--- src/logic/dci_pkg.sv ---
// shared constants for the command decoder and interrupt status block
package dci_pkg;
    // printed offsets are not all multiples of four: they are indices, byte address = 4 * index
    localparam logic [3:0] IDX_MODE_A = 4'h0;
    localparam logic [3:0] IDX_MASKED_STATUS = 4'h2;
    localparam logic [3:0] IDX_CMD_A = 4'h2;
    localparam logic [3:0] IDX_STATUS_MASK = 4'h5;
    localparam logic [3:0] IDX_CMD_B = 4'ha;
    localparam logic [3:0] IDX_VECTOR = 4'hc;
    localparam logic [3:0] IDX_CT_START_OPSET = 4'he;
    localparam logic [3:0] IDX_CT_STOP_OPCLR = 4'hf;
    // block-local registers beyond the map, plus the 5-bit write index of command A
    localparam logic [4:0] IDX_EVENT_IN = 5'h10;
    localparam logic [4:0] IDX_CTRL_STATE = 5'h11;
    localparam logic [4:0] IDX_OUTPUT_PORT = 5'h12;
    localparam logic [4:0] IDX_CMD_A_W = 5'h02;
    localparam int ADDR_W = 7;
    // upper command nibbles
    localparam logic [3:0] CMD_STANDBY_OR_IUS = 4'hc;
    localparam logic [3:0] CMD_ACTIVE_OR_ZMODE = 4'hd;
    // reset values
    localparam logic [7:0] RST_MASK = 8'h00;
    localparam logic [7:0] RST_VECTOR = 8'h0f;
    localparam logic [7:0] RST_OPR = 8'h00;
    localparam logic [7:0] RST_STATUS = 8'h00;
    // status bit positions
    localparam int BIT_TXRDY_A = 0;
    localparam int BIT_RX_A = 1;
    localparam int BIT_BRK_A = 2;
    localparam int BIT_CTR = 3;
    localparam int BIT_TXRDY_B = 4;
    localparam int BIT_RX_B = 5;
    localparam int BIT_BRK_B = 6;
    localparam int BIT_IPC = 7;
    // control state bit positions
    localparam int CTL_STANDBY = 0;
    localparam int CTL_ZMODE = 1;
    localparam int CTL_IUS = 2;
    localparam int CTL_CT_RUN = 3;
    localparam logic [1:0] RESP_OKAY = 2'b00;
    localparam logic [1:0] RESP_SLVERR = 2'b10;
    typedef enum logic [2:0] {
        BUS_IDLE = 3'b001,
        BUS_WRESP = 3'b010,
        BUS_RDATA = 3'b100
    } dci_bus_e;
endpackage

--- src/logic/dci_status_bit.sv ---
// one sticky or level-following interrupt status bit
`timescale 1ns/1ps
module dci_status_bit (
    input wire logic clk_sys,
    input wire logic rst_b,
    input wire logic level_mode,
    input wire logic set_evt,
    input wire logic clr_evt,
    input wire logic level_in,
    output logic bit_q
);
    typedef struct packed {
        logic bit_v;
    } dci_sb_s;
    dci_sb_s st_q;
    dci_sb_s st_d;

    // set beats clear in the same cycle
    always_comb begin
        st_d = st_q;
        if (level_mode) begin
            st_d.bit_v = level_in;
        end else if (set_evt) begin
            st_d.bit_v = 1'b1;
        end else if (clr_evt) begin
            st_d.bit_v = 1'b0;
        end
    end

    always_ff @(posedge clk_sys or negedge rst_b) begin
        if (!rst_b) begin
            st_q <= '0;
        end else begin
            st_q <= st_d;
        end
    end

    assign bit_q = st_q.bit_v;
endmodule

--- src/logic/dci_top.sv ---
// command decoder, address-triggered commands and interrupt status unit behind AXI4-Lite
//
// Notes on behaviour
// - nibble c on channel A enters standby
// - standby left only by reset or active
// - nibble d on channel A leaves standby
// - nibble c on B in chain mode clears in-service
// - nibble d on channel B enters chain mode
// - read of 0e starts counter, returns no data
// - start and set share 0e, stop and clear share 0f; read or write selects
// - write to 0e sets written output bits
// - output pins are complement of output register
// - request raised from eight listed sources
// - status, mask, masked status, vector at fixed addresses
// - status read at 05, write loads mask
// - masked status at 02, vector at 0c
// - status bit order input change down to tx A
// - status bit shows occurred or occurring condition
// - masked status is status and mask
// - mask one enables, zero blocks
`timescale 1ns/1ps
module dci_top (
    input wire logic clk_sys,
    input wire logic rst_b,
    input wire logic [6:0] s_axi_awaddr,
    input wire logic [2:0] s_axi_awprot,
    input wire logic s_axi_awvalid,
    output logic s_axi_awready,
    input wire logic [31:0] s_axi_wdata,
    input wire logic [3:0] s_axi_wstrb,
    input wire logic s_axi_wvalid,
    output logic s_axi_wready,
    output logic [1:0] s_axi_bresp,
    output logic s_axi_bvalid,
    input wire logic s_axi_bready,
    input wire logic [6:0] s_axi_araddr,
    input wire logic [2:0] s_axi_arprot,
    input wire logic s_axi_arvalid,
    output logic s_axi_arready,
    output logic [31:0] s_axi_rdata,
    output logic [1:0] s_axi_rresp,
    output logic s_axi_rvalid,
    input wire logic s_axi_rready,
    input wire logic chan_a_transmit_ready,
    input wire logic chan_a_receive_ready_or_full,
    input wire logic chan_b_transmit_ready,
    input wire logic chan_b_receive_ready_or_full,
    output logic [7:0] output_pins,
    output logic interrupt_request_n,
    output logic chain_enable_out,
    output logic standby,
    output logic counter_start,
    output logic counter_stop
);
    localparam int ADDR_W_L = dci_pkg::ADDR_W;

    // state of the block in one record
    typedef struct packed {
        dci_pkg::dci_bus_e bus;
        logic [ADDR_W_L-1:0] awaddr;
        logic aw_have;
        logic [31:0] wdata;
        logic [3:0] wstrb;
        logic w_have;
        logic [1:0] bresp;
        logic [31:0] rdata;
        logic [1:0] rresp;
        logic [7:0] mask;
        logic [7:0] vector;
        logic [7:0] output_port_register;
        logic standby;
        logic zmode;
        logic in_service_latch;
        logic ct_run;
        logic ct_start;
        logic ct_stop;
        logic [7:0] evt;
        logic [7:0] evt_clr;
    } dci_state_s;

    dci_state_s st_q;
    dci_state_s st_d;
    logic [7:0] status;
    logic [7:0] masked;
    logic [7:0] level_mode;
    logic [7:0] level_in;
    logic [7:0] evt_set;

    // transmit and receive bits follow their live levels, the rest are sticky events
    assign level_mode = 8'h33;
    assign level_in = {2'b00, chan_b_receive_ready_or_full, chan_b_transmit_ready,
                       2'b00, chan_a_receive_ready_or_full, chan_a_transmit_ready};

    // counter terminal count comes from software-written event register for now
    assign evt_set = st_q.evt;

    // one status bit per source
    genvar gi;
    generate
        for (gi = 0; gi < 8; gi = gi + 1) begin : g_stat
            dci_status_bit u_bit (
                .clk_sys(clk_sys),
                .rst_b(rst_b),
                .level_mode(level_mode[gi]),
                .set_evt(evt_set[gi]),
                .clr_evt(st_q.evt_clr[gi]),
                .level_in(level_in[gi]),
                .bit_q(status[gi])
            );
        end
    endgenerate

    assign masked = status & st_q.mask;

    // register access
    function automatic logic [31:0] read_word(input logic [ADDR_W_L-1:0] a, input logic [7:0] st,
                                              input logic [7:0] ms, input dci_state_s s);
        logic [4:0] idx;
        logic [31:0] r;
        idx = a[6:2];
        r = 32'h0000_0000;
        case (idx)
            {1'b0, dci_pkg::IDX_MASKED_STATUS}: r = {24'h00_0000, ms};
            {1'b0, dci_pkg::IDX_STATUS_MASK}: r = {24'h00_0000, st};
            {1'b0, dci_pkg::IDX_VECTOR}: r = {24'h00_0000, s.vector};
            dci_pkg::IDX_CTRL_STATE: r = {28'h000_0000, s.ct_run, s.in_service_latch, s.zmode, s.standby};
            dci_pkg::IDX_OUTPUT_PORT: r = {24'h00_0000, s.output_port_register};
            default: r = 32'h0000_0000;
        endcase
        return r;
    endfunction

    always_comb begin
        logic [4:0] widx;
        logic [4:0] ridx;
        logic [3:0] nib;
        logic wr_go;
        st_d = st_q;
        widx = st_q.awaddr[6:2];
        ridx = s_axi_araddr[6:2];
        nib = st_q.wdata[7:4];
        wr_go = 1'b0;
        st_d.ct_start = 1'b0;
        st_d.ct_stop = 1'b0;
        st_d.evt = 8'h00;
        st_d.evt_clr = 8'h00;
        if (s_axi_awvalid && !st_q.aw_have && st_q.bus == dci_pkg::BUS_IDLE) begin
            st_d.awaddr = s_axi_awaddr;
            st_d.aw_have = 1'b1;
        end
        if (s_axi_wvalid && !st_q.w_have && st_q.bus == dci_pkg::BUS_IDLE) begin
            st_d.wdata = s_axi_wdata;
            st_d.wstrb = s_axi_wstrb;
            st_d.w_have = 1'b1;
        end
        case (st_q.bus)
            dci_pkg::BUS_IDLE: begin
                if (st_q.aw_have && st_q.w_have) begin
                    wr_go = st_q.wstrb[0];
                    st_d.aw_have = 1'b0;
                    st_d.w_have = 1'b0;
                    st_d.bresp = dci_pkg::RESP_OKAY;
                    st_d.bus = dci_pkg::BUS_WRESP;
                end else if (s_axi_arvalid) begin
                    st_d.rdata = read_word(s_axi_araddr, status, masked, st_q);
                    st_d.rresp = (ridx > dci_pkg::IDX_OUTPUT_PORT) ? dci_pkg::RESP_SLVERR : dci_pkg::RESP_OKAY;
                    if (ridx == {1'b0, dci_pkg::IDX_CT_START_OPSET}) begin
                        st_d.ct_start = 1'b1;
                        st_d.ct_run = 1'b1;
                    end
                    if (ridx == {1'b0, dci_pkg::IDX_CT_STOP_OPCLR}) begin
                        st_d.ct_stop = 1'b1;
                        st_d.ct_run = 1'b0;
                        st_d.evt_clr[dci_pkg::BIT_CTR] = 1'b1;
                    end
                    st_d.bus = dci_pkg::BUS_RDATA;
                end
            end
            dci_pkg::BUS_WRESP: begin
                if (s_axi_bready) begin
                    st_d.bus = dci_pkg::BUS_IDLE;
                end
            end
            dci_pkg::BUS_RDATA: begin
                if (s_axi_rready) begin
                    st_d.bus = dci_pkg::BUS_IDLE;
                end
            end
            default: begin
                st_d.bus = dci_pkg::BUS_IDLE;
            end
        endcase
        // write side effects
        if (wr_go) begin
            if (widx > dci_pkg::IDX_OUTPUT_PORT) begin
                st_d.bresp = dci_pkg::RESP_SLVERR;
            end
            case (widx)
                dci_pkg::IDX_CMD_A_W: begin
                    if (nib == dci_pkg::CMD_STANDBY_OR_IUS) begin
                        st_d.standby = 1'b1;
                    end else if (nib == dci_pkg::CMD_ACTIVE_OR_ZMODE) begin
                        st_d.standby = 1'b0;
                    end
                end
                {1'b0, dci_pkg::IDX_CMD_B}: begin
                    if (nib == dci_pkg::CMD_STANDBY_OR_IUS && st_q.zmode) begin
                        st_d.in_service_latch = 1'b0;
                    end else if (nib == dci_pkg::CMD_ACTIVE_OR_ZMODE) begin
                        st_d.zmode = 1'b1;
                    end
                end
                {1'b0, dci_pkg::IDX_STATUS_MASK}: st_d.mask = st_q.wdata[7:0];
                {1'b0, dci_pkg::IDX_VECTOR}: st_d.vector = st_q.wdata[7:0];
                {1'b0, dci_pkg::IDX_CT_START_OPSET}: st_d.output_port_register = st_q.output_port_register | st_q.wdata[7:0];
                {1'b0, dci_pkg::IDX_CT_STOP_OPCLR}: st_d.output_port_register = st_q.output_port_register & ~st_q.wdata[7:0];
                dci_pkg::IDX_EVENT_IN: begin
                    st_d.evt = st_q.wdata[7:0] & ~level_mode;
                end
                dci_pkg::IDX_CTRL_STATE: begin
                    st_d.evt_clr = st_q.wdata[15:8] & ~level_mode;
                    if (st_q.wdata[dci_pkg::CTL_IUS]) begin
                        st_d.in_service_latch = 1'b1;
                    end
                end
                default: begin
                    st_d.output_port_register = st_d.output_port_register;
                end
            endcase
        end
    end

    always_ff @(posedge clk_sys or negedge rst_b) begin
        if (!rst_b) begin
            st_q <= '{bus: dci_pkg::BUS_IDLE, awaddr: '0, aw_have: 1'b0, wdata: '0, wstrb: '0,
                      w_have: 1'b0, bresp: dci_pkg::RESP_OKAY, rdata: '0, rresp: dci_pkg::RESP_OKAY,
                      mask: dci_pkg::RST_MASK, vector: dci_pkg::RST_VECTOR, output_port_register: dci_pkg::RST_OPR,
                      standby: 1'b0, zmode: 1'b0, in_service_latch: 1'b0, ct_run: 1'b0, ct_start: 1'b0,
                      ct_stop: 1'b0, evt: '0, evt_clr: '0};
        end else begin
            st_q <= st_d;
        end
    end

    // bus handshakes
    assign s_axi_awready = (st_q.bus == dci_pkg::BUS_IDLE) && !st_q.aw_have;
    assign s_axi_wready = (st_q.bus == dci_pkg::BUS_IDLE) && !st_q.w_have;
    assign s_axi_arready = (st_q.bus == dci_pkg::BUS_IDLE) && !(st_q.aw_have && st_q.w_have);
    assign s_axi_bvalid = (st_q.bus == dci_pkg::BUS_WRESP);
    assign s_axi_bresp = st_q.bresp;
    assign s_axi_rvalid = (st_q.bus == dci_pkg::BUS_RDATA);
    assign s_axi_rdata = st_q.rdata;
    assign s_axi_rresp = st_q.rresp;

    // pins and block outputs
    assign output_pins = ~st_q.output_port_register;
    assign interrupt_request_n = ~(|masked);
    assign chain_enable_out = ~st_q.in_service_latch;
    assign standby = st_q.standby;
    assign counter_start = st_q.ct_start;
    assign counter_stop = st_q.ct_stop;
endmodule

--- config.mk ---
export PLATFORM = sky130hd
export DESIGN_NAME = dci_top
export DESIGN_NICKNAME = d
export VERILOG_FILES = /design/src/logic/dci_pkg.sv /design/src/logic/dci_status_bit.sv /design/src/logic/dci_top.sv
export SDC_FILE = /design/constraint.sdc
export NUM_CORES = 1
export LEC_CHECK = 0
export BUFFER_PORTS_ARGS = -buffer_cell sky130_fd_sc_hd__buf_2
export CAP_MARGIN = 25
export CORE_MARGIN = 5
export CORE_UTILIZATION = 30
export DETAILED_ROUTE_END_ITERATION = 10
export GPL_ROUTABILITY_DRIVEN = 0
export GPL_TIMING_DRIVEN = 0
export SLEW_MARGIN = 20
export SYNTH_ARGS = -nofsm -noshare
export SYNTH_HDL_FRONTEND = slang
export SYNTH_SLANG_ARGS = --single-unit
--- constraint.sdc ---
create_clock -name clk_sys -period 3.45 [get_ports clk_sys]
set_input_delay 0.345 -clock clk_sys [delete_from_list [all_inputs] [get_ports clk_sys]]
set_output_delay 0.345 -clock clk_sys [all_outputs]
set_load 0.02 [all_outputs]
== Word-level counts from Yosys, hierarchy flattened ==
Index checks and enable logic that the tools add are counted.

* $lt $le $gt $ge: 2
* Eq/ne operators: 25
* Multiplexer cells: 45
* Bitwise operators: 9
* Reduce and logical (&&, ||, !) cells: 30

{| class="wikitable"
|+ Operators by type and width
! operator !! count
|-
| 34-bit two-way mux || 2
|-
| 8-bit case mux with 5 select lines || 1
|-
| 37-bit two-way mux || 1
|-
| 5-bit by 4-bit equality test with 1-bit output (second input constant) || 7
|-
| 1-bit two-way mux || 23
|-
| 5-bit equality test (second input constant) || 4
|-
| 8-bit AND || 2
|-
| 16-bit two-way mux || 1
|-
| 8-bit two-way mux || 2
|-
| 8-bit NOT || 2
|-
| 8-bit case mux with 2 select lines || 1
|-
| 2-bit nonzero test || 8
|-
| 3-bit two-way mux || 5
|-
| 2-bit two-way mux || 7
|-
| 4-bit AND reduction || 3
|-
| 5-bit by 2-bit equality test with 1-bit output (second input constant) || 2
|-
| 5-bit by 3-bit equality test with 1-bit output (second input constant) || 2
|-
| 5-bit > comparator (second input constant) || 2
|-
| 1-bit logical AND || 9
|-
| 3-bit case mux with 3 select lines || 1
|-
| 3-bit AND reduction || 3
|-
| 4-bit equality test (second input constant) || 2
|-
| 8-bit bitwise OR || 1
|-
| 8-bit OR reduction || 1
|-
| other kinds (10) || 19
|}

* Register bits: 119
* Bits of input ports: 67
* Output and inout bits: 54
* Word-level logic and storage cells: 139

== Longest topological paths before layout ==
Gate-level depths: netlist of run 1.

* Depth in word-level cells: 8
* Depth in mapped cells: 6
* Mapped depth without buffers: 4

== Modules after synthesis ==
From an unflattened synthesis of run 1, not the netlist that was laid out.

* Cells, all modules: 370
* Area, all modules: 4,006.3 um^2

{| class="wikitable"
|+ By module, submodules not included
! module !! instances !! cells each !! area each (um^2) !! sequential area each (um^2)
|-
| dci_top || 1 || 330 || 3,636.0 || 1,808.0
|-
| dci_status_bit || 8 || 5 || 46.3 || 25.0
|}

== Least setup slack after synthesis of run 1 ==
No wires, ideal clock.

* Path kind: register to register
* From: register st_q[127] in the netlist's numbering
* To: register st_q[101] in the netlist's numbering
* Library setup time: 0.125 ns
* Arrival time: 2.008 ns
* Required time: 3.325 ns
* Path slack: 1.318 ns
* Stages on the path, launching flop included: 6
* Buffers on the path: 1
* Period minus slack after synthesis: 2.132 ns
* Cells stage by stage: dfstp_2 > or3b_2 > nor2_1 > nand2_1 > buf_2 > mux2_2

* Cells in the longest elaborated chain, start to end: 2

{| class="wikitable"
|+ RTL lines
! item !! line !! RTL
|-
| from (decl) || dci_top.sv:81 || <nowiki>dci_state_s st_q;</nowiki>
|-
| from (signal assigned) || dci_top.sv:235 || <nowiki>st_q <= '{bus: dci_pkg::BUS_IDLE, awaddr: '0, aw_have: 1'b0, wdata: '0, wstrb: '0,</nowiki>
|-
| from (signal assigned) || dci_top.sv:241 || <nowiki>st_q <= st_d;</nowiki>
|-
| 3-bit by 1-bit equality test with 1-bit output || dci_top.sv:151 || <nowiki>if (s_axi_wvalid && !st_q.w_have && st_q.bus == dci_pkg::BUS_IDLE) begin</nowiki>
|-
| 1-bit logical AND || dci_top.sv:151 ||
|}

No other way between the ends.
A chain may end at the register's enable or synchronous reset.

== Worst setup path in the final report of run 1 ==
* From: register st_q[127] in the netlist's numbering
* To: register st_q[37] in the netlist's numbering

* Cells in the longest elaborated chain, start to end: 3

{| class="wikitable"
|+ RTL lines
! item !! line !! RTL
|-
| 3-bit by 1-bit equality test with 1-bit output || dci_top.sv:156 || <nowiki>case (st_q.bus)</nowiki>
|-
| 1-bit two-way mux || dci_top.sv:156 ||
|-
| 2-bit AND reduction (no source line) || n/a ||
|}

No other way between the ends.

==> results of run 1 <==
## sequential cells by signal, indices dropped and copies added (netlist names), named ones only
register and flops:
st_q 46, g_stat.u_bit.bit_q 8, s_axi_rdata 8, evt_set 4, s_axi_bresp 2, counter_start 1
counter_stop 1, s_axi_rresp 1, standby 1
## power by group
part / internal [uW] / switching (uW) / total (uW)
clock: 555 / 357 / 912
sequential: 1230 / 248 / 1470
combinational: 421 / 521 / 942
total: 2200 / 1130 / 3330
## synth_stat cells, drive strengths merged (2+ instances only)
cell    count
or2         2
nor4        3
buf        38
nor2       13
o21ai      11
and2       12
dfstp       5
nor3        2
a22o        5
nand3       2
mux2       34
a21o        7
clkbuf      6
inv        23
a21oi       4
nor3b       2
a222oi      4
nand4       4
nor2b       2
nand2b      3
nand2      33
dfrtp      75
and4b       2
o32ai       4
and4        2
a22oi      12
or3b        2
mux2i       9
## final cells by class
type                       instances  share of cell area [%]
buffer                            44                   6.431
multi-input combinational        212                   31.54
sequential                        80                   42.65
clock buffer                      11                   4.943
inverter                          23                   1.834
clock inverter                     5                   1.063
tap                              172                   4.571
timing repair buffer              62                   6.963
## metal layers
metal  GRT usage [%]  vias to the layer above
li1                -                     1317
met1           15.45                     1304
met2           19.65                       81
met3           3.687                        7
met4           6.368                        0
met5               0                        -
## stage by stage
step	area [um2]	utilization (%)	instances
final	4708	37.61	609
after global routing	4708	37.61	609
after global placement	4403	35.18	592
after floorplan	3882	-	359
after detailed placement	4425	35.36	593
after CTS	4708	37.61	609
## layout by cell type, fill, tap and decap left out, types with 5 or more instances in the layout
cell type,n
buf_2,62
clkbuf_16,9
dfstp_2,5
a22o_1,5
mux2i_1,9
clkbuf_1,8
dfrtp_1,75
mux2_2,34
a21o_1,7
and2_1,10
nor2_1,13
a22oi_1,8
conb_1,25
buf_4,37
nand2_1,33
inv_1,23
o21ai_0,7
## worst max path at each step
stage	startpoint	end	slack, ns	cells after the start
2_1_floorplan	st_q[127]	st_q[101]	1.32	5
3_3_place_gp	st_q[127]	evt_set[6]	1.24	4
3_5_place_dp	st_q[127]	evt_set[6]	1.22	4
4_1_cts	st_q[127]	evt_set[7]	1.21	4
5_1_grt	st_q[127]	st_q[35]	1.10	3
6_report	st_q[127]	st_q[37]	1.29	3
## worst register-to-register path, cell delays in order, from the launching register on
cell     delay (ns)
dfstp_2        0.58
nor3b_4        0.42
nand4_1        0.59
mux2_2         0.47
## kinds of logic after synthesis
group	share of synthesized area (%)
buf+inv	10.26
other cells	0.09888
simple gates	13.00
mux	12.47
flops	52.95
compound gates	11.22
==> results.txt, run 1 <==
----------------------------------------------------
[Cells and area]
  Multi-input combinational cell area ... 1485 um2
  Final layout net count ... 499
  Area of all sequential standard cells ... 2008 um2
  Area growth from synthesis to layout ... 24.15%
  # fillers ... around 1300
  Fraction of layout instances using a drive strength above 1 ... 37.99%
  Antenna cell count ... 0

[CTS]
  Buffer cell driving the clock tree root ... clkbuf_16
  Clock tree from TritonCTS ... built
  Worst-skew pair later-pin latency ... approximately 0.34 ns
  Clock Pin Slew Worst Setup and Hold Paths ... 0.06 ns
  Number of buffers inserted by post-CTS setup repair ... 0
  Post_cts resized ... 0
  Number of buffers added by the clock tree synthesis step ... 9
  Hold_buf cts ... 0
  Number of sinks on the clock net ... 80
  Bufs on Longest Clock Path ... 2
  H-tree depth ... 3

[Drt]
  Starting DRT DRC Count ... 110
  Wirelength per Cell ... roughly 14 um
  Drt drc ... 0
  TritonRoute pass-1 iters ... 4
  Routed WL ... 8.802 mm
  Post-route ant nets ... 0
  Met3 WL post-DR ... roughly 600 um
  Met1 Routed Length ... about 3.8 mm
  Routed length on met2 ... 4.303 mm
  Via density per instance ... 4.448
  Vias ... ~2700
  Highest routed metal layer ... met4

[Floorplan]
  Cell row count ... between 40 and 50
  Initial Utilization ... 30.30%
  Die span in x ... 122.4 um
  Total Die Area ... ~15000 um2
  Placeable Area ... 12520 um2
  Io pins ... 121
  Die extent in y ... 122.4 um

[Synthesis]
  Sequential-to-total area share from yosys stat ... 52.95%
  Most instantiated flip-flop cell in the synthesis netlist ... dfrtp_1
  Count of mapped cells out of synthesis ... 335
  Number of synthesized register bits ... 80
  Top cells by area in the synthesized netlist ... dfrtp_1 (49%), mux2_2 (10%), buf_4 (7.1%)
  Share of Yosys cell area claimed by the top area cell type ... 49.49%
  Post-synth design cell area ... 3792 um2
  Async S/R FF share, synth ... 100.0%
  Cell type contributing the most total cell area after synthesis ... dfrtp_1
  Number of warnings issued by yosys ... 0
  Number of flops mapped to enable cells by yosys ... 0
  Syn avg cell area ... 11.32 um2
  Number of distinct standard cells referenced by the synthesized netlist ... 49

[STA]
  Sum Neg Setup Slack ... 0 ns
  Crit share post-route ... 62.65%
  Worst hold slack after final layout ... -0.01188 ns
  Least setup slack across all paths after layout ... 1.289 ns
  Final count of pins violating max slew ... 0
  Setup repair after global routing missed its margin ... no
  Final hold violation count ... 6
  Slew at the pin with the worst max-slew slack ... 0.8136 ns
  Total of endpoints with negative setup slack in the final report ... 0
  Worst slew margin ... 45.00%
  Final worst path period need ... 2.161 ns
  Clock Skews ... 0.009718 ns
  Fmax ... 462.7 MHz

[Critical path]
  Arrival time of the worst setup path ... 2.38 ns
  Worst R2R End ... st_q[37]
  Type of element launching the critical path ... flop
  Critical R2R Launch ... st_q[127]
  Top cell family by delay on the critical path ... simple AND/OR/NAND/NOR gates
  Critical path data required time ... 3.67 ns
  Number of cells traversed by the worst register-to-register path ... 3
  Sum of buffers and inverters on the critical path ... 0
  Maximum fanout along the worst path ... 10
  Critical path endpoint category ... flop
  Crit-path max cell delay ... 0.58 ns
  Startpoint-to-endpoint class of the critical path ... flop to flop
  Critical path, cell by cell ... nor3b_4, nand4_1, mux2_2
  Standard cell with the maximum stage delay on the critical path ... dfstp_2
  Setup slack of the worst register-to-register path ... 1.29 ns

[GRT]
  Global-route usage over all layers ... about 12%
  Pin count of the biggest net entering global routing ... 43
  Total overflow reported by the global router ... 0
  Global-route wire length before repair ... 14.10 mm
  Via count of the first global-routing pass ... 2675
  Number of antenna violations at the first check in global routing ... 0

[Pwr]
  Cell Pwr Density ... 707.1 nW/um2
  Worst voltage drop across the vdd grid ... 0.2191 mV
  Overall Power ... 3329 uW
  Static power due to leakage ... roughly 0.0023 uW

[Place]
  Port Buffers ... just over 60
  Pre-CTS WS ... 1.222 ns
  DPL Wire Length ... 6.753 mm

[Min path]
  Class of the tightest hold or removal check ... input pin to asynchronous set/reset pin

[Outcome]
  Failing checks ... hold timing
  Result of the run ... complete, but fails checks

[Job]
  Maximum Capacitance Violations ... 0

----------------------------------------------------
Power figures use the tool's default switching activity.
==> run 2, diff against run 1 <==
==> constraint.sdc (replaced) <==
create_clock -name clk_sys -period 1.75 [get_ports clk_sys]
set_input_delay 0.175 -clock clk_sys [delete_from_list [all_inputs] [get_ports clk_sys]]
set_output_delay 0.175 -clock clk_sys [all_outputs]
set_load 0.02 [all_outputs]
==> results.txt, run 2 (synthesis gave the netlist of run 1 again) <==
----------------------------------------------------
[Drt]
  Via density per instance ... 4.476
  Met1 Routed Length ... 3.804 mm
  Post-route ant nets ... 0
  Starting DRT DRC Count ... 105
  Drt drc ... 0
  Routed length on met2 ... around 4.3 mm
  Routed WL ... 8.886 mm
  Wirelength per Cell ... between 10 and 15 um
  Highest routed metal layer ... met4
  Vias ... 2775
  TritonRoute pass-1 iters ... 4
  Met3 WL post-DR ... about 590 um

[GRT]
  Global-route wire length before repair ... 14.61 mm
  Pin count of the biggest net entering global routing ... 51
  Number of antenna violations at the first check in global routing ... 0
  Global-route usage over all layers ... 12.66%
  Total overflow reported by the global router ... 0
  Via count of the first global-routing pass ... between 2000 and 3000

[Place]
  DPL Wire Length ... around 6.8 mm
  Cell Count Post-Placement ... 593
  Port Buffers ... 61
  Placement-stage cell area ... 4459 um2

[Cells and area]
  Area growth from synthesis to layout ... 30.49%
  Final standard cell count with taps included and fillers excluded ... 620
  Leading cell type in the layout, fill and taps excluded ... dfrtp_1
  Flip-flop count of the largest register, all copies and words added ... 46
  Post-route cell area ... 4949 um2
  Top register by number of flip-flops ... st_q
  Antenna cell count ... 0
  Final layout net count ... 510
  Commonest non-fill, non-tap cells in the layout ... dfrtp_1 (75), buf_2 (58), buf_4 (45), mux2_2 (34), nand2_1 (32)
  Fraction of layout instances using a drive strength above 1 ... about two fifths
  Final core utilization ... roughly two fifths

[STA]
  Total of endpoints with negative setup slack in the final report ... 0
  Worst slew margin ... around two fifths
  Slew at the pin with the worst max-slew slack ... 0.8994 ns
  Setup repair after global routing missed its margin ... yes
  Final count of pins violating max slew ... 0
  Clock Skews ... 0.006993 ns
  Fmax ... 580.6 MHz
  Crit share post-route ... 98.42%
  Final hold violation count ... 0
  Final worst path period need ... 1.722 ns

[CTS]
  Number of sinks on the clock net ... 80
  H-tree depth ... 3
  Clock Pin Slew Worst Setup and Hold Paths ... approximately 0.06 ns
  Clock tree from TritonCTS ... built
  Worst-skew pair later-pin latency ... 0.33 ns
  Bufs on Longest Clock Path ... 2
  Number of buffers added by the clock tree synthesis step ... 9
  Buffer cell driving the clock tree root ... clkbuf_16

[Critical path]
  Critical R2R Launch ... st_q[127]
  Worst R2R End ... s_axi_rdata[3]
  Type of element launching the critical path ... flop
  Critical path origin ... st_q[127]
  Arrival time of the worst setup path ... 1.97 ns
  Maximum fanout along the worst path ... 8
  Setup slack of the worst register-to-register path ... 0.03 ns
  Critical path data required time ... around 2.0 ns
  Startpoint-to-endpoint class of the critical path ... flop to flop
  Number of cells traversed by the worst register-to-register path ... 5
  Critical path endpoint category ... flop

[Floorplan]
  Die span in x ... approximately 120 um
  Cell row count ... 41
  Initial Utilization ... 30.30%
  Die extent in y ... between 100 and 150 um
  Total Die Area ... roughly 15000 um2
  Io pins ... 121
  Placeable Area ... around 13000 um2

[Min path]
  Class of the tightest hold or removal check ... input pin to flop
  Hold path start ... s_axi_rready
  Worst hold path stage count ... 2
  Worst-case hold path end point ... st_q[129]

[Pwr]
  Worst voltage drop across the vdd grid ... 0.4608 mV
  Cell Pwr Density ... 1438 nW/um2
  Static power due to leakage ... 0.002431 uW

[Job]
  Maximum Capacitance Violations ... 0

[Outcome]
  Result of the run ... completed

----------------------------------------------------
==> run 2: how the worst max path moves through the flow <==
stage	to	slack, ns
final	s_axi_rdata[3]	0.03
after global routing	s_axi_rdata[3]	-0.06
after CTS	st_q[91]	0.004
after detailed placement	evt_set[7]	-0.54
after global placement	evt_set[6]	-0.50
after floorplan	st_q[101]	-0.04
==> run 2: what timing repair did <==
item / 4_1_cts / 5_1_grt
cloned: 0 / 0
pin swaps: 4 / 2
hold buffers: 5 / 0
setup endpoints to repair: 59 / 31
buffers inserted: 8 / 0
endpoints found under the hold margin: 30 / 0
gates resized for setup: 12 / 7
==> run 2: layout make-up <==
class	count	area (um2)
clock buffers	11	232.7
multi-input cells	212	1565
clock inverters	5	81.33
inverters	23	86.33
plain buffers	42	295.3
fillers	1276	7569
well taps	172	215.2
repair buffers	75	464.2
flip-flops and latches	80	2008
==> run 2: routing by layer <==
metal,vias to the layer above,global-route usage [%]
met5,-,0
met4,0,5.038
met3,19,3.594
met2,84,20.37
met1,1333,16.10
li1,1339,-
==> run 2: per-stage QoR <==
stage                     setup slack, ns  power (uW)  setup TNS, ns  hold slack, ns
after CTS                        0.004242        7156              0         0.03571
after global placement            -0.5028        4811         -18.27          0.2844
final                             0.02757        7117              0         0.04460
after floorplan                  -0.04110        4199        -0.5710         -0.1206
after global routing             -0.05635        7576        -0.5657         0.06910
after detailed placement          -0.5417        4902         -15.95          0.1527
==> run 2: worst max-delay path, cell delays in order (launching register included) <==
cell and delay, ns:
dfstp_2 0.53, nor3b_4 0.21, buf_4 0.17, nand3_4 0.12, a221o_2 0.42, a22oi_2 0.19
==> run 2: power by group <==
part | leakage (uW) | internal, uW | switching, uW
combinational | 0.00124 | 1050 | 1170
sequential | 0.00104 | 2420 | 508
clock | 0.000150 | 1250 | 723
==> run 3, diff against run 2 <==
==> constraint.sdc (replaced) <==
create_clock -name clk_sys -period 2 [get_ports clk_sys]
set_input_delay 0.2 -clock clk_sys [delete_from_list [all_inputs] [get_ports clk_sys]]
set_output_delay 0.2 -clock clk_sys [all_outputs]
set_load 0.02 [all_outputs]
==> results.txt, run 3 (synthesis gave the netlist of run 1 again) <==
----------------------------------------------------
[Floorplan]
  Die span in x ... roughly 120 um
  Io pins ... between 100 and 150
  Cell row count ... 41
  Placeable Area ... roughly 13000 um2
  Total Die Area ... approximately 15000 um2
  Initial Utilization ... 30.30%
  Die extent in y ... 122.4 um

[Job]
  Maximum Capacitance Violations ... 0

[Critical path]
  Critical path endpoint category ... primary output
  Maximum fanout along the worst path ... 7
  Arrival time of the worst setup path ... approximately 1.8 ns
  Setup slack of the worst register-to-register path ... approximately 0.09 ns
  Critical path data required time ... approximately 1.8 ns
  Startpoint-to-endpoint class of the critical path ... flop to primary output
  Type of element launching the critical path ... flop

[Cells and area]
  Area growth from synthesis to layout ... 28.64%
  Multi-input combinational cell area ... between 1500 and 2000 um2
  Final core utilization ... between 30% and 40%
  Leading cell type in the layout, fill and taps excluded ... dfrtp_1
  Top register by number of flip-flops ... st_q
  Fraction of layout instances using a drive strength above 1 ... 39.96%
  Area of all sequential standard cells ... 2008 um2
  Antenna cell count ... 0
  # fillers ... 1281
  Final layout net count ... between 500 and 600
  Commonest non-fill, non-tap cells in the layout ... dfrtp_1 (75), buf_2 (61), buf_4 (45), mux2_2 (34), nand2_1 (32)
  Flip-flop count of the largest register, all copies and words added ... 46

[STA]
  Total of endpoints with negative setup slack in the final report ... 0
  Least setup slack across all paths after layout ... 0.05002 ns
  Final count of pins violating max slew ... 0
  Worst hold slack after final layout ... around 0.056 ns
  Final worst path period need ... between 1.5 and 2 ns
  Fmax ... 512.8 MHz
  Crit share post-route ... 97.50%
  Worst slew margin ... 44.69%
  Slew at the pin with the worst max-slew slack ... a little over 0.8 ns
  Final hold violation count ... 0
  Sum Neg Setup Slack ... 0 ns
  Clock Skews ... around 0.0073 ns

[CTS]
  Bufs on Longest Clock Path ... 2
  Buffer cell driving the clock tree root ... clkbuf_16
  Worst-skew pair later-pin latency ... 0.34 ns
  Clock tree from TritonCTS ... built
  Number of sinks on the clock net ... 80
  Clock Pin Slew Worst Setup and Hold Paths ... 0.05 ns
  Number of buffers added by the clock tree synthesis step ... 9
  H-tree depth ... 3

[Drt]
  Routed WL ... 9.039 mm
  TritonRoute pass-1 iters ... 4
  Wirelength per Cell ... approximately 15 um
  Starting DRT DRC Count ... 166
  Post-route ant nets ... 0
  Via density per instance ... 4.448
  Drt drc ... 0
  Vias ... 2758

[Place]
  DPL Wire Length ... slightly below 7 mm
  Pre-CTS WS ... -0.2577 ns
  Port Buffers ... 61

[Pwr]
  Cell Pwr Density ... roughly 1200 nW/um2
  Worst voltage drop across the vdd grid ... around 0.51 mV
  Static power due to leakage ... 0.002407 uW

[GRT]
  Global-route wire length before repair ... 14.21 mm
  Via count of the first global-routing pass ... 2761
  Global-route usage over all layers ... between 10% and 20%
  Total overflow reported by the global router ... 0
  Number of antenna violations at the first check in global routing ... 0
  Pin count of the biggest net entering global routing ... 57

[Outcome]
  Result of the run ... completed

[Min path]
  Class of the tightest hold or removal check ... input pin to flop

----------------------------------------------------
-- run 3: cell types whose count changed in the layout (fill, tap and decap cells not counted), sizes merged --
cell	before	now
clkbuf	16	15
clkinv	2	4
clkinvlp	1	0
-- run 3: through the flow --
| step | instance area (um2) | instances | power [uW] |
|---|---|---|---|
| after floorplan | 3885 | 359 | 3626 |
| after global placement | 4405 | 592 | 4151 |
| after detailed placement | 4436 | 593 | 4245 |
| after CTS | 4837 | 618 | 6068 |
| after global routing | 4878 | 620 | 6431 |
| final | 4878 | 620 | 6094 |
-- run 3: what timing repair did --
item                       in CTS  in global routing
setup endpoints to repair      51                 44
pin swaps                       1                  0
setup buffers                   4                  3
gates resized for setup         2                  4
hold endpoints to repair       24                  0
hold buffers                    5                  0
-- run 3: path summary, 6_finish.rpt --
check,from,endpoint,cells after the start
worst max-delay path,st_q[127],s_axi_awready,3
worst max register to register,st_q[127],st_q[93],5
min in group asynchronous,rst_b,s_axi_bresp[0],2
max in group asynchronous,rst_b,st_q[33],3
worst min register to register,evt_set[3],g_stat[3].u_bit.bit_q,1
worst min-delay path,s_axi_rready,st_q[129],2
-- run 3: report_power, final --
group          total, uW  switching (uW)  internal (uW)  leakage [uW]
Sequential          2560             440           2120       0.00104
Combinational       1820             980            836       0.00121
Clock               1720             635           1090      0.000156
Total               6090            2060           4040       0.00241
-- run 3: area by class of cell --
cell class                      count  area share (%)
Timing Repair Buffer               74           8.977
Buffer                             43           6.181
Multi-Input combinational cell    212           31.08
Clock inverter                      6           1.718
Clock buffer                       10           4.694
Inverter                           23           1.770
Tap cell                          172           4.411
Sequential cell                    80           41.16
-- run 3: metal layers --
layer | track usage [%] | vias to the layer above | share of wire, %
met5 | 0 | - | 0
met4 | 5.528 | 0 | 2.6
met3 | 4.009 | 19 | 6.4
met2 | 19.72 | 80 | 47
met1 | 15.57 | 1328 | 44
li1 | - | 1331 | -
-- run 3: critical path, cell delays in order (launching register included) --
cell and delay (ns):
dfstp_2 0.58, or3b_2 0.50, nor2_1 0.15, buf_2 0.19
